--- src/mpf_front_end_unused_guard.sv ---
`timescale 1ns/1ns

--- src/mpf_pkg.sv ---
// Function
// - Five selectable port configurations set active ports.
// - Unselected ports are disabled, issue nothing.
// - Unidirectional ports carry only their direction.
// - Optional AXI4 bridge per port, else native.
// - User address split order selectable.
// - Row-bank-column bursts roll into next bank.
// - Narrow burst logic optional; off forbids narrow.
// - Write response early or after all ports.
// - Auto-precharge closes page per port transaction.
// - Round robin default, custom slot table optional.
// - First slot entry has highest priority.
// - User request retriggers DQ/DQS calibration.
// - Training pattern written to reserved address first.
// - Simulation bypass skips initial calibration.
package mpf_pkg;
  // ==========================================
  // Geometry
  localparam int NP = 4;
  localparam int AW = 28;
  localparam int COLW = 10;
  localparam int BANKW = 3;
  localparam int ROWW = 15;
  localparam int PW = 2;
  localparam logic [NP-1:0] UNI_MASK = 4'hc;
  // Active port mask per configuration 0..4
  localparam logic [4:0][NP-1:0] CFG_MASK = {4'h1, 4'h5, 4'h3, 4'h7, 4'hf};
  localparam logic [2:0] CFG_LAST = 3'h4;
  // ==========================================
  // Register map
  localparam logic [7:0] A_CTRL = 8'h00;
  localparam logic [7:0] A_PORT = 8'h04;
  localparam logic [7:0] A_ARB0 = 8'h08;
  localparam logic [7:0] A_ARB1 = 8'h0c;
  localparam logic [7:0] A_CAL = 8'h10;
  localparam logic [7:0] A_STAT = 8'h14;
  localparam logic [31:0] CTRL_WMASK = 32'h0000001f;
  localparam logic [31:0] PORT_WMASK = 32'h001fffff;
  localparam logic [31:0] CTRL_RST = 32'h00000000;
  localparam logic [31:0] PORT_RST = 32'h0010000f;
  localparam logic [31:0] ARB_RST = 32'he4e4e4e4;
  localparam logic [31:0] CAL_RST = 32'h00000000;
  // Field positions
  localparam int C_CFG = 0;
  localparam int C_MAP = 3;
  localparam int C_CUST = 4;
  localparam int P_EN = 0;
  localparam int P_DIR = 4;
  localparam int P_AXI = 8;
  localparam int P_STR = 12;
  localparam int P_AP = 16;
  localparam int P_NAR = 20;
  localparam int S_DONE = 0;
  localparam int S_BUSY = 1;
  localparam int S_SLOT = 2;
  localparam int S_ERR = 8;
  // ==========================================
  // Timing and states
  localparam logic [7:0] CAL_CYC = 8'h40;
  typedef enum logic [1:0] {
    ST_INIT = 2'b00,
    ST_CALWR = 2'b01,
    ST_CALRUN = 2'b10,
    ST_RUN = 2'b11
  } mpf_cal_t;
endpackage

--- src/mpf_front_end.sv ---
`timescale 1ns/1ns
module mpf_front_end import mpf_pkg::*; #(
  parameter bit SIM_BYPASS_CAL = 1'b0
) (
  input wire logic CLK_I,
  input wire logic RST_N_I,
  input wire logic PSEL_I,
  input wire logic PENABLE_I,
  input wire logic PWRITE_I,
  input wire logic [31:0] PADDR_I,
  input wire logic [31:0] PWDATA_I,
  output logic [31:0] PRDATA_O,
  output logic PREADY_O,
  output logic PSLVERR_O,
  input wire logic [NP-1:0] CMD_VALID_I,
  input wire logic [NP-1:0] CMD_WRITE_I,
  input wire logic [NP-1:0] CMD_NARROW_I,
  input wire logic [NP*AW-1:0] CMD_ADDR_I,
  output logic [NP-1:0] CMD_READY_O,
  output logic [NP-1:0] WRESP_O,
  output logic MEM_CMD_VALID_O,
  output logic MEM_WRITE_O,
  output logic MEM_AP_O,
  output logic MEM_CAL_O,
  output logic [ROWW-1:0] MEM_ROW_O,
  output logic [BANKW-1:0] MEM_BANK_O,
  output logic [COLW-1:0] MEM_COL_O,
  output logic [PW-1:0] MEM_PORT_O,
  input wire logic MEM_CMD_READY_I,
  input wire logic MEM_WDONE_I,
  input wire logic [PW-1:0] MEM_WDONE_PORT_I,
  input wire logic RECAL_REQ_I,
  output logic CAL_DONE_O
);
  typedef struct packed {
    mpf_cal_t cal;
    logic [7:0] calcnt;
    logic recal_prev;
    logic caldone;
    logic [31:0] ctrl;
    logic [31:0] port;
    logic [31:0] arb0;
    logic [31:0] arb1;
    logic [31:0] caladdr;
    logic err;
    logic pready;
    logic pslverr;
    logic [31:0] prdata;
    logic mvalid;
    logic mwrite;
    logic ap;
    logic mcal;
    logic [ROWW-1:0] row;
    logic [BANKW-1:0] bank;
    logic [COLW-1:0] col;
    logic [PW-1:0] mport;
    logic [2:0] slot;
    logic [PW-1:0] rr;
    logic [NP-1:0] cready;
    logic [NP-1:0] wresp;
    logic [NP-1:0] wpend;
    logic [7:0] outst;
  } mpf_st_t;

  mpf_st_t q;
  mpf_st_t d;
  logic [NP-1:0] act;
  logic [NP-1:0] elig;
  logic [NP-1:0][PW-1:0] ent;
  logic [63:0] tbl;
  logic [AW-1:0] addr_sel;
  logic [PW-1:0] pick;
  logic found;
  logic issue;
  logic mem_free;
  logic recal_edge;

  // ==========================================
  // Port qualification and ranking
  assign act = ((q.ctrl[C_CFG +: 3] > CFG_LAST) ? '0 : CFG_MASK[q.ctrl[C_CFG +: 3]])
               & q.port[P_EN +: NP];
  // A port granted last cycle sits out one cycle, so a held valid is not taken twice
  assign elig = CMD_VALID_I & act & ~q.cready;
  assign tbl = {q.arb1, q.arb0};
  assign mem_free = !q.mvalid || MEM_CMD_READY_I;
  assign recal_edge = RECAL_REQ_I && !q.recal_prev;

  for (genvar k = 0; k < NP; k++) begin : g_rank
    // Slot entry k outranks entry k+1
    assign ent[k] = q.ctrl[C_CUST] ? tbl[{q.slot, 3'h0} + 6'(k * PW) +: PW]
                                   : q.rr + PW'(k);
  end

  always_comb begin
    pick = '0;
    found = 1'b0;
    for (int k = NP - 1; k >= 0; k--) begin
      if (elig[ent[k]]) begin
        pick = ent[k];
        found = 1'b1;
      end
    end
  end

  assign addr_sel = CMD_ADDR_I[pick * AW +: AW];

  // ==========================================
  // Next state
  always_comb begin
    logic bad;
    bad = 1'b0;
    d = q;
    issue = 1'b0;
    d.cready = '0;
    d.wresp = '0;
    d.pready = 1'b0;
    d.pslverr = 1'b0;
    d.recal_prev = RECAL_REQ_I;
    if (q.mvalid && MEM_CMD_READY_I) begin
      d.mvalid = 1'b0;
    end
    // APB: one wait state, data registered before the completing edge
    if (PSEL_I && PENABLE_I && !q.pready) begin
      d.pready = 1'b1;
      d.prdata = '0;
      case (PADDR_I[7:0])
        A_CTRL: d.prdata = q.ctrl;
        A_PORT: d.prdata = q.port;
        A_ARB0: d.prdata = q.arb0;
        A_ARB1: d.prdata = q.arb1;
        A_CAL: d.prdata = q.caladdr;
        A_STAT: begin
          d.prdata[S_DONE] = q.caldone;
          d.prdata[S_BUSY] = q.mvalid;
          d.prdata[S_SLOT +: 3] = q.slot;
          d.prdata[S_ERR] = q.err;
        end
        default: d.pslverr = 1'b1;
      endcase
    end
    if (PSEL_I && PENABLE_I && q.pready && PWRITE_I) begin
      case (PADDR_I[7:0])
        A_CTRL: d.ctrl = PWDATA_I & CTRL_WMASK;
        A_PORT: d.port = PWDATA_I & PORT_WMASK;
        A_ARB0: d.arb0 = PWDATA_I;
        A_ARB1: d.arb1 = PWDATA_I;
        A_CAL: d.caladdr = PWDATA_I;
        A_STAT: begin
          if (PWDATA_I[S_ERR]) begin
            d.err = 1'b0;
          end
        end
        default: ;
      endcase
    end
    // Write responses; strict ones wait for an empty write pipe
    for (int p = 0; p < NP; p++) begin
      if (q.wpend[p] && q.outst == 8'h00) begin
        d.wpend[p] = 1'b0;
        d.wresp[p] = 1'b1;
      end
    end
    if (MEM_WDONE_I && q.port[P_AXI + MEM_WDONE_PORT_I]) begin
      if (q.port[P_STR + MEM_WDONE_PORT_I]) begin
        d.wpend[MEM_WDONE_PORT_I] = 1'b1;
      end else begin
        d.wresp[MEM_WDONE_PORT_I] = 1'b1;
      end
    end
    if (MEM_WDONE_I && q.outst != 8'h00) begin
      d.outst = q.outst - 8'h01;
    end
    // Calibration and arbitration
    case (q.cal)
      ST_INIT: d.cal = ST_CALWR;
      ST_CALWR: begin
        if (mem_free) begin
          issue = 1'b1;
          d.mvalid = 1'b1;
          d.mwrite = 1'b1;
          d.mcal = 1'b1;
          d.ap = 1'b0;
          d.mport = '0;
          {d.row, d.bank, d.col} = q.caladdr[AW-1:0];
          d.calcnt = CAL_CYC;
          d.cal = ST_CALRUN;
        end
      end
      ST_CALRUN: begin
        // Count only once the training write has left
        if (!q.mvalid) begin
          d.calcnt = q.calcnt - 8'h01;
          if (q.calcnt == 8'h01) begin
            d.cal = ST_RUN;
          end
        end
      end
      ST_RUN: begin
        if (recal_edge) begin
          d.cal = ST_CALWR;
        end else if (mem_free && found) begin
          d.cready[pick] = 1'b1;
          d.slot = q.slot + 3'h1;
          d.rr = pick + PW'(1);
          bad = (UNI_MASK[pick] && (CMD_WRITE_I[pick] != q.port[P_DIR + pick]))
                || (CMD_NARROW_I[pick] && !q.port[P_NAR]);
          if (bad) begin
            d.err = 1'b1;
          end else begin
            issue = 1'b1;
            d.mvalid = 1'b1;
            d.mwrite = CMD_WRITE_I[pick];
            d.mcal = 1'b0;
            d.ap = q.port[P_AP + pick];
            d.mport = pick;
            // Bank above column lets a column overrun open the next bank
            if (q.ctrl[C_MAP]) begin
              {d.bank, d.row, d.col} = addr_sel;
            end else begin
              {d.row, d.bank, d.col} = addr_sel;
            end
            if (CMD_WRITE_I[pick]) begin
              d.outst = d.outst + 8'h01;
            end
          end
        end
      end
      default: d.cal = ST_INIT;
    endcase
    d.caldone = (d.cal == ST_RUN);
  end

  always_ff @(posedge CLK_I) begin
    if (!RST_N_I) begin
      q <= '0;
      q.ctrl <= CTRL_RST;
      q.port <= PORT_RST;
      q.arb0 <= ARB_RST;
      q.arb1 <= ARB_RST;
      q.caladdr <= CAL_RST;
      q.cal <= SIM_BYPASS_CAL ? ST_RUN : ST_INIT;
      q.caldone <= SIM_BYPASS_CAL;
    end else begin
      q <= d;
    end
  end

  // ==========================================
  // Outputs
  assign PRDATA_O = q.prdata;
  assign PREADY_O = q.pready;
  assign PSLVERR_O = q.pslverr;
  assign CMD_READY_O = q.cready;
  assign WRESP_O = q.wresp;
  assign MEM_CMD_VALID_O = q.mvalid;
  assign MEM_WRITE_O = q.mwrite;
  assign MEM_AP_O = q.ap;
  assign MEM_CAL_O = q.mcal;
  assign MEM_ROW_O = q.row;
  assign MEM_BANK_O = q.bank;
  assign MEM_COL_O = q.col;
  assign MEM_PORT_O = q.mport;
  assign CAL_DONE_O = q.caldone;
endmodule

--- config.mk ---
export PLATFORM = sky130hd
export DESIGN_NAME = mpf_front_end
export DESIGN_NICKNAME = d
export VERILOG_FILES = /design/src/mpf_front_end_unused_guard.sv /design/src/mpf_pkg.sv /design/src/mpf_front_end.sv
export SDC_FILE = /design/constraint.sdc
export NUM_CORES = 1
export LEC_CHECK = 0
export BUFFER_PORTS_ARGS = -buffer_cell sky130_fd_sc_hd__buf_2
export CORE_AREA = 2 2 226 228
export DETAILED_ROUTE_END_ITERATION = 6
export DIE_AREA = 0 0 228 230
export GPL_ROUTABILITY_DRIVEN = 0
export SLEW_MARGIN = 10
export SYNTH_ARGS = -nofsm -noshare
export SYNTH_HDL_FRONTEND = slang
export SYNTH_SLANG_ARGS = --single-unit
--- constraint.sdc ---
create_clock -name CLK_I -period 7.9 [get_ports CLK_I]
set_clock_uncertainty 0.15 [all_clocks]
set_input_delay 0.79 -clock CLK_I [delete_from_list [all_inputs] [get_ports CLK_I]]
set_output_delay 0.79 -clock CLK_I [all_outputs]
set_load 0.01 [all_outputs]
After elaboration in Yosys (flattened, before gate mapping) --
Memory sizes are Yosys's and may differ from the RTL's. A register that Yosys moved wholly into a read port is not among the register bits. Cells that the tools add are included.
Word-level totals: register bits 228, bits in latches 0, bits in writable memories 0, ROM bits 32, input bits 198, word-level logic and storage cells 214, memories kept 1
Operators by class: add/sub/neg operators 15, multipliers 1, div/mod/pow operators 0, magnitude comparators 14, equality and inequality tests 16, shifts and indexed selects 5, mux-type cells 85, bitwise operators 10, reduce and logical (&&, ||, !) cells 40
Memory list:
- (name not given) | depth 8, width 4, read ports 1, clocked after Yosys merged registers in 1, write ports 0, RTL line mpf_front_end.sv:80 | assign act = ((q.ctrl[C_CFG +: 3] > CFG_LAST) ? '0 : CFG_MASK[q.ctrl[C_CFG +: 3]])
Operators with widths (count):
- 64-bit by 7-bit indexed part select with 2-bit output | 4
- 112-bit by 8-bit indexed part select with 28-bit output | 1
- 34-bit 2-to-1 mux | 3
- 23-bit case mux with 4 select lines | 1
- 43-bit 2-to-1 mux | 2
- 34-bit case mux with 2 select lines | 1
- 8-bit 2-to-1 mux | 7
- 1-bit 2-to-1 mux | 34
- 5-bit case mux with 6 select lines | 1
- 28-bit 2-to-1 mux | 1
- 1-bit binary-select mux with 5-bit select | 4
- 10-bit 2-to-1 mux | 2
- 2-bit 2-to-1 mux | 10
- 2-bit by 3-bit less-than comparator with 1-bit output (second input constant) | 6
- 1-bit logical AND | 17
- 8-bit by 4-bit == test with 1-bit output (second input constant) | 2
- 8-bit by 5-bit == test with 1-bit output (second input constant) | 2
- 8-bit logical NOT | 2
- 4-bit 2-to-1 mux | 4
- 8-bit case mux with 2 select lines | 1
- 8-bit by 1-bit subtractor with 8-bit output (second input constant) | 2
- 1-bit binary-select mux with 2-bit select | 7
- 6-bit by 3-bit adder with 6-bit output (second input constant) | 2
- 4-bit AND | 3
- other kinds (39) | 67

Longest topological paths before layout --
Gate-level depths: netlist of run 1.
depth after elaboration 22, gate-level depth with buffers 17, mapped depth without buffers 12

Least setup slack after synthesis of run 1 --
OpenSTA, ideal clock, no wires.
path type register to register, start register q[22] (netlist name), end register q (netlist bit MEM_ROW_O[11]), arrival 3.302 ns, data required time 7.676 ns, setup slack 4.373 ns, stages on the path, launching flop included 16, path buffers 4, period minus slack after synthesis 3.527 ns, cell sequence dfxtp_1 -> buf_6 -> buf_6 -> buf_6 -> mux2i_1 -> nor2_1 -> o41a_1 -> a211oi_2 -> o22ai_2 -> a2111oi_4 -> nor3_2 -> a22oi_4 -> o211ai_4 -> clkbuf_2 -> or3_1 -> a31oi_1
Between the ends: cells in the longest elaborated chain, start to end 17
Ends and longest elaborated chain:
- start: declaration | RTL line mpf_front_end.sv:65 | mpf_st_t q;
- branches (longest 17 deep; another with 6-bit by 3-bit adder with 6-bit output)
Parallel ways; which one is timed is not known. The select of a mux whose other input is x is not followed. A chain may end at the register's enable or synchronous reset.

Worst setup path in the final report of run 1 --
start register q[22] (netlist name), end register q (netlist bit MEM_ROW_O[8])
Same word-level chain as after synthesis.

==> results of run 1 <==
==> cells in the mapped netlist (all sizes together), types with 3 or more instances <==
| library cell | count | area [um2] |
|---|---|---|
| a211oi | 20 | 160.2 |
| xor2 | 6 | 52.55 |
| nor2b | 9 | 58.81 |
| inv | 13 | 48.80 |
| mux2i | 52 | 520.5 |
| a21o | 3 | 22.52 |
| dfxtp | 231 | 4624 |
| a221oi | 7 | 61.31 |
| nand4 | 6 | 37.54 |
| o31a | 3 | 26.28 |
| and4b | 3 | 30.03 |
| nand3b | 3 | 22.52 |
| and2 | 11 | 68.82 |
| nor2 | 93 | 356.6 |
| o21ai | 27 | 138.9 |
| nand2 | 329 | 1237 |
| xnor2 | 7 | 61.31 |
| o211a | 4 | 40.04 |
| a31oi | 24 | 150.1 |
| a21oi | 160 | 815.8 |
| o21a | 3 | 22.52 |
| mux2 | 52 | 589.3 |
| or3 | 25 | 156.4 |
| o211ai | 10 | 88.83 |
| mux4 | 8 | 180.2 |
| nor3 | 26 | 135.1 |
| clkbuf | 82 | 309.0 |
| nand3 | 89 | 445.4 |
| nor4 | 5 | 31.28 |
| o22ai | 43 | 275.3 |
| a222oi | 20 | 200.2 |
| buf | 95 | 680.7 |
| a22oi | 7 | 66.31 |
| nand2b | 9 | 56.30 |
| or2 | 8 | 50.05 |
| a2bb2oi | 11 | 96.34 |
| and3 | 7 | 43.79 |
| ha | 8 | 100.1 |
==> sequential cells by signal, indices dropped and copies added, names as in the netlist, named ones only <==
register and cells:
MEM_PORT_O 2, CMD_READY_O 4, MEM_ROW_O 15, PSLVERR_O 1, MEM_BANK_O 3, MEM_CAL_O 1, MEM_AP_O 1, MEM_COL_O 10
WRESP_O 4, MEM_CMD_VALID_O 1, PREADY_O 1, q 151, MEM_WRITE_O 1, PRDATA_O 32, CAL_DONE_O 1
==> layout make-up <==
class | count | share of cell area
multi-input combinational | 1126 | 0.4625
timing repair buffer | 268 | 0.09562
clock buffer | 38 | 0.05290
inverter | 14 | 0.003884
antenna | 7 | 0.001208
tap | 672 | 0.05800
clock inverter | 8 | 0.006904
sequential | 231 | 0.3190
==> how the worst min path moves through the flow <==
stage                               end  slack [ns]
global placement    q[122]$_SDFFE_PN0P_        0.29
finish              q[124]$_SDFFE_PN0P_        0.31
global route        q[124]$_SDFFE_PN0P_        0.32
floorplan           q[195]$_SDFFE_PN0P_        0.29
detailed placement  q[124]$_SDFFE_PN0P_        0.30
CTS                 q[124]$_SDFFE_PN0P_        0.31
==> cell families (layout without fill, tap and decap cells) <==
group / after synthesis / count (layout) / synth area share
buffers and inverters: 191 / 328 / 0.08446
flip-flops: 231 / 231 / 0.3743
other: 0 / 7 / 0
AO/OA/AOI/OAI: 361 / 361 / 0.1923
adder cells (fa/ha/maj): 8 / 8 / 0.008102
AND/OR/NAND/NOR: 632 / 632 / 0.2272
multiplexers: 112 / 112 / 0.1044
XOR/XNOR: 13 / 13 / 0.009216
==> routing by layer <==
layer / up-vias / wire length, um / GRT usage
li1: 5687 / - / -
met1: 5620 / 19450 / 0.2159
met2: 489 / 21310 / 0.2774
met3: 80 / 4214 / 0.04824
met4: 18 / 1761 / 0.06781
met5: - / 109 / 0
==> worst min-delay path, cell delays in order (launching register included) <==
cell     delay, ns
dfxtp_1       0.31
nand2_1       0.05
a21oi_1       0.05
==> stage by stage <==
step	cells	total power, mW	utilization
global route	2362	3.223	0.2907
CTS	2357	3.104	0.2904
detailed placement	2311	1.851	0.2730
global placement	2311	1.833	0.2730
finish	2364	3.088	0.2908
floorplan	1548	1.678	-
==> power by group through the flow <==
stage	clock [mW]	sequential (mW)	combinational, mW
floorplan	0	1.25	0.425
finish	1.25	1.24	0.592
global placement	0	1.26	0.571
detailed placement	0	1.26	0.587
global route	1.33	1.24	0.652
CTS	1.27	1.24	0.590
==> run_results.csv, run 1 <==
group,metric,value,unit
sta,drv_slew,0,
floorplanning,die-area,52440,um2
setup_path,r2r_cells,14,
logic_synthesis,yosys_most_used_dff,"dfxtp_1",
worst_hold_path,worstHoldPathCells,2,
setup_path,r2r-end,"MEM_ROW_O[8]$_SDFFE_PN0P_",
sta,hold_viol,0,
setup_path,cp-startpoint,"q[22]$_SDFFE_PN0P_",
setup_path,path_max_fanout,62,
logic_synthesis,yosysWarningCount,0,
logic_synthesis,syn_avg_cell_area,7.981,um2
logic_synthesis,synthArstFlopShare,0,
global_route,grt_pass1_wl,70350,um
global_route,grt_pass1_vias,11390,
logic_synthesis,synth-seq-area-share,0.3743,
placed_design,placed_cell_area,13610,um2
global_route,overflow,0,
clock_network,cts_tree,"done",
cells_and_area,layout_commonest_cell,"nand2_1",
clock_network,cts_sinks,231,
power,power.density,213.0,nW/um2
clock_network,cts-root-buf,"clkbuf_16",
global_route,grt_usage,0.1717,
sta,rsz0062_at_grt,"false",
sta,max_freq,0.1941,GHz
flow_run,maxCapViolCount,0,
setup_path,cpPeakStageDelay,0.57,ns
floorplanning,start_util,0.2478,
clock_network,cts_setup_buffers,0,
cells_and_area,final_layout_size_suffix_gt1_frac,0.2380,
clock_network,cts_buffers,27,
clock_network,clockBufferDepth,3,
cells_and_area,fill_cells,5401,
detailed_routing,ant_nets,0,
power,p_sw,0.9125,mW
setup_path,cp.required,8.21,ns
power,p_leak,5.455,nW
power,max-vdd-ir-drop,147.0,uV
detailed_routing,drc,1,
setup_path,endpoint_kind,"register",
power,pwr-share-clk,0.406,
detailed_routing,drt-vias-per-instance,5.031,
logic_synthesis,ys_ff_latch,231,
setup_path,rrSetupSlack,2.75,ns
detailed_routing,drtPass1Iterations,7,
sta,max-slew-margin-rel,0.2938,
cells_and_area,stdcell_area,14500,um2
logic_synthesis,synth_edf_count,0,
sta,period_share,0.6523,
setup_path,regToRegStartpoint,"q[22]$_SDFFE_PN0P_",
global_route,grt_max_degree,66,
sta,setup_ws,2.747,ns
placed_design,dp_slack,2.838,ns
cells_and_area,mostFrequentLayoutCells,"328 x nand2_1, 250 x buf_2, 231 x dfxtp_1",
logic_synthesis,synth_nets,1754,
power,p_sw_frac,0.2955,
cells_and_area,multi_input_area,6705,um2
setup_path,crit_cells,14,
setup_path,crit_arrival,5.47,ns
sta,tightest_slew,1.059,ns
global_route,antenna_found_initial,16,
clock_network,cts_resized,0,
clock_network,worstSkewPairLatency,0.56,ns
detailed_routing,vias,11890,
clock_network,cts_hold_buf,0,
setup_path,startpoint_type,"register",
detailed_routing,wl,46850,um
logic_synthesis,ys_types,78,
power,p_int,2.175,mW
sta,post-route-min-period,5.153,ns
clock_network,clkTransAtPathRegs,0.06,ns
setup_path,worstPathCellList,"buf_4 > mux4_2 > nor2b_1 > o31a_1 > mux2i_1 > o211a_1 > a2111oi_4 > nor2_4 > clkinv_2 > a21oi_2 > o211ai_4 > buf_4 > or3_1 > a31oi_1",
setup_path,path_common_cell,"buf_4",
setup_path,path_class,"register to register",
outcome,violations,"DRC",
worst_hold_path,hold_class,"register to register",
clock_network,htree_levels,1,
power,p_comb_frac,0.192,
detailed_routing,route.detailed.wl_per_inst,19.82,um
outcome,outcome,"finished with violations",
setup_path,endpoint,"MEM_ROW_O[8]$_SDFFE_PN0P_",
sta,fin_setup_tns,0,ns
floorplanning,die_w,228,um
logic_synthesis,synthCells,1548,
sta,setup-violations-final,0,
logic_synthesis,synth_area,12350,um2
setup_path,crit_slowest_cell,"mux4_2",
setup_path,critPathTopFamily,"simple AND/OR/NAND/NOR gates",
sta,fin_hold_ws,0.3052,ns
power,seq_power_share,0.402,
floorplanning,num_rows,82,
placed_design,buffer_ports.inserted,250,
floorplanning,ios,275,
setup_path,worst-path-buf-inv,3,
worst_hold_path,min_from,"q[124]$_SDFFE_PN0P_",
cells_and_area,areaGrowthSynthToFinish,17.35,%
cells_and_area,seq_area,4624,um2
cells_and_area,final_nets,1874,
floorplanning,die_h,230,um
detailed_routing,first_iter_violations,1077,
placed_design,hpwl,34580,um
floorplanning,coreArea,49860,um2
Power figures use the tool's default switching activity.
==> run 2: changes to the inputs <==
--- a/config.mk
+++ b/config.mk
@@ -5,6 +5,7 @@
 export SDC_FILE = /design/constraint.sdc
 export NUM_CORES = 1
 export LEC_CHECK = 0
+export ABC_AREA = 1
 export BUFFER_PORTS_ARGS = -buffer_cell sky130_fd_sc_hd__buf_2
 export CORE_AREA = 2 2 226 228
 export DETAILED_ROUTE_END_ITERATION = 6
==> constraint.sdc (replaced) <==
create_clock -name CLK_I -period 5 [get_ports CLK_I]
set_clock_uncertainty 0.15 [all_clocks]
set_input_delay 0.5 -clock CLK_I [delete_from_list [all_inputs] [get_ports CLK_I]]
set_output_delay 0.5 -clock CLK_I [all_outputs]
set_load 0.01 [all_outputs]
==> run 2 against run 1 <==
Net effect: the flow still finishes with violations (DRC); worst hold slack got worse by 0.28 ns; clock power grew 71%; critical path depth grew 4; sequential share of layout area down 0.36 points; register-to-register slack worse by 1.8 ns; synthesized cell count increased by 19%; via count grew 9.0%; sequential cell count is the same; cell area grew 1.2%; largest cell class unchanged.
==> run_results.csv, run 2 <==
group,metric,value,unit
outcome,outcome,"finished with violations",
outcome,violations,"DRC",
cells_and_area,largest_reg_flops,151,
setup_path,path_max_fanout,35,
clock_network,cts_tree,"done",
setup_path,path_class,"register to register",
setup_path,crit_arrival,4.34,ns
floorplanning,num_rows,82,
logic_synthesis,syn_avg_cell_area,6.724,um2
floorplanning,die_h,230,um
flow_run,maxCapViolCount,0,
detailed_routing,drt-vias-per-instance,4.851,
cells_and_area,fin_util,0.2941,
power,max-vdd-ir-drop,230.4,uV
sta,tightest_slew,1.057,ns
clock_network,cts_resized,0,
cells_and_area,final_layout_size_suffix_gt1_frac,0.1775,
clock_network,clockBufferDepth,3,
setup_path,critPathTopFamily,"simple AND/OR/NAND/NOR gates",
clock_network,worstSkewPairLatency,0.56,ns
sta,fin_setup_tns,0,ns
clock_network,htree_levels,1,
logic_synthesis,synth_edf_count,0,
floorplanning,start_util,0.2488,
global_route,grt_max_degree,93,
global_route,overflow,0,
detailed_routing,route.detailed.wl_per_inst,18.07,um
sta,max-slew-margin-rel,0.2947,
global_route,grt_usage,0.1766,
clock_network,clkTransAtPathRegs,0.06,ns
sta,hold_viol,0,
setup_path,cp.required,5.33,ns
cells_and_area,final_nets,2179,
setup_path,worst-path-buf-inv,3,
setup_path,endpoint_kind,"register",
floorplanning,ios,275,
logic_synthesis,synthTopCellsByArea,"dfxtp_1 37%, nand2_1 9.6%, inv_1 6.6%",
global_route,grt_pass1_vias,12060,
clock_network,cts_sinks,231,
setup_path,path_common_cell,"nand2_1",
cells_and_area,areaGrowthSynthToFinish,18.21,%
logic_synthesis,synth_area,12410,um2
global_route,grt_pass1_wl,71920,um
sta,post-route-min-period,4.005,ns
sta,rsz0062_at_grt,"false",
worst_hold_path,hold_class,"input port to register",
logic_synthesis,synth_commonest_cells,"318 x nand2_1, 231 x dfxtp_1, 217 x inv_1",
clock_network,cts_buffers,27,
placed_design,buffer_ports.inserted,250,
detailed_routing,first_iter_violations,1157,
logic_synthesis,synth_most_common_cell,"nand2_1",
setup_path,crit_slowest_cell,"inv_2",
sta,period_share,0.8010,
detailed_routing,ant_nets,0,
clock_network,cts-root-buf,"clkbuf_16",
cells_and_area,mostFrequentLayoutCells,"318 x nand2_1, 249 x buf_2, 231 x dfxtp_1",
floorplanning,coreArea,49860,um2
sta,max_freq,0.2497,GHz
detailed_routing,wl,48280,um
logic_synthesis,yosysWarningCount,0,
logic_synthesis,synth_top_cell_area_share,0.3728,
detailed_routing,drtPass1Iterations,7,
floorplanning,die_w,228,um
floorplanning,die-area,52440,um2
sta,setup-violations-final,0,
logic_synthesis,yosysTopAreaCell,"dfxtp_1",
cells_and_area,layout_commonest_cell,"nand2_1",
setup_path,worstPathCellList,"inv_2 > o21ai_1 > nand3_1 > nand3_1 > nand2_1 > nand2_1 > nand3_2 > nand2_1 > nand2_1 > nand2_4 > inv_2 > buf_4 > o21ai_0 > o22ai_1 > nand4_1 > o21ai_0 > nor2_1 > nor2_1",
detailed_routing,vias,12960,
sta,drv_slew,0,
logic_synthesis,synth_nets,2051,
power,power.density,365.2,nW/um2
logic_synthesis,synth-seq-area-share,0.3728,
cells_and_area,top_register,"q",
logic_synthesis,synthArstFlopShare,0,
logic_synthesis,ys_types,43,
logic_synthesis,yosys_most_used_dff,"dfxtp_1",
power,p_leak,6.445,nW
setup_path,startpoint_type,"register",
global_route,antenna_found_initial,13,
logic_synthesis,synthCells,1845,
detailed_routing,drc,4,
logic_synthesis,ys_ff_latch,231,
setup_path,cpPeakStageDelay,0.52,ns
placed_design,hpwl,36470,um
## run 2: through the flow
step / hold WS (ns) / power [mW] / instance area, um2 / setup WS [ns] / instances
2_1_floorplan: 0.2888 / 2.912 / 12410 / 2.226 / 1845
3_3_place_gp: 0.2977 / 3.228 / 13680 / 1.124 / 2615
3_5_place_dp: 0.3025 / 3.245 / 13680 / 1.085 / 2615
4_1_cts: 0.02186 / 5.383 / 14650 / 1.061 / 2666
5_1_grt: 0.03751 / 5.624 / 14660 / 0.5814 / 2670
6_report: 0.02869 / 5.356 / 14670 / 0.9948 / 2672
## run 2: power by group
part / internal, mW / total, mW / leakage (nW) / switching (mW)
clock: 1.31 / 2.14 / 0.471 / 0.824
combinational: 0.406 / 1.25 / 4.11 / 0.845
sequential: 1.91 / 1.97 / 1.87 / 0.0531
## run 2: layout make-up
type                    instances  area, um2
flip-flops and latches        231       4624
multi-input cells            1208       5919
well taps                     672      840.8
diodes                          6      15.01
repair buffers                275       1444
clock buffers                  36      749.5
clock inverters                14      209.0
fillers                      5512      35200
inverters                     230      863.3
## run 2: worst paths after layout
path                         startpoint                    endpoint  slack [ns]  cells past startpoint
max                  q[22]$_SDFFE_PN0P_   MEM_COL_O[9]$_SDFFE_PN0P_        0.99                     18
min                        PWDATA_I[22]         q[180]$_SDFFE_PN1P_        0.03                      3
max reg2reg          q[22]$_SDFFE_PN0P_   MEM_COL_O[9]$_SDFFE_PN0P_        0.99                     18
min reg2reg  MEM_PORT_O[1]$_SDFFE_PN0P_  MEM_PORT_O[1]$_SDFFE_PN0P_        0.31                      2
## run 2: what timing repair did
action,CTS,global route
setup buffers,0,0
hold buffers,1,0
hold endpoints to repair,1,0
## run 2: worst register-to-register path, cell delays in order (launching register included)
cell	delay [ns]
dfxtp_1	0.32
inv_2	0.41
o21ai_1	0.21
nand3_1	0.10
nand3_1	0.16
nand2_1	0.18
nand2_1	0.08
nand3_2	0.10
nand2_1	0.10
nand2_1	0.30
nand2_4	0.21
inv_2	0.52
buf_4	0.36
o21ai_0	0.10
o22ai_1	0.21
nand4_1	0.12
o21ai_0	0.16
nor2_1	0.07
nor2_1	0.08
## run 2: logic make-up after synthesis
kind of cell,Yosys count,share of synthesized area
AOI/OAI and AO/OA,462,0.2128
xor gates and xnor gates,7,0.004942
adders and majority gates,8,0.008069
buffers and inverters,406,0.1512
DFF,231,0.3728
and+or+nand+nor,731,0.2502
## run 2: metal layers
metal  share of wire  global-route usage  wire (um)  up-vias
met5          0.0017                   0         83        -
met4           0.032             0.06005       1559       14
met3           0.094             0.04129       4522       86
met2            0.46              0.2891      22000      574
met1            0.42              0.2278      20110     6003
li1                -                   -          -     6286
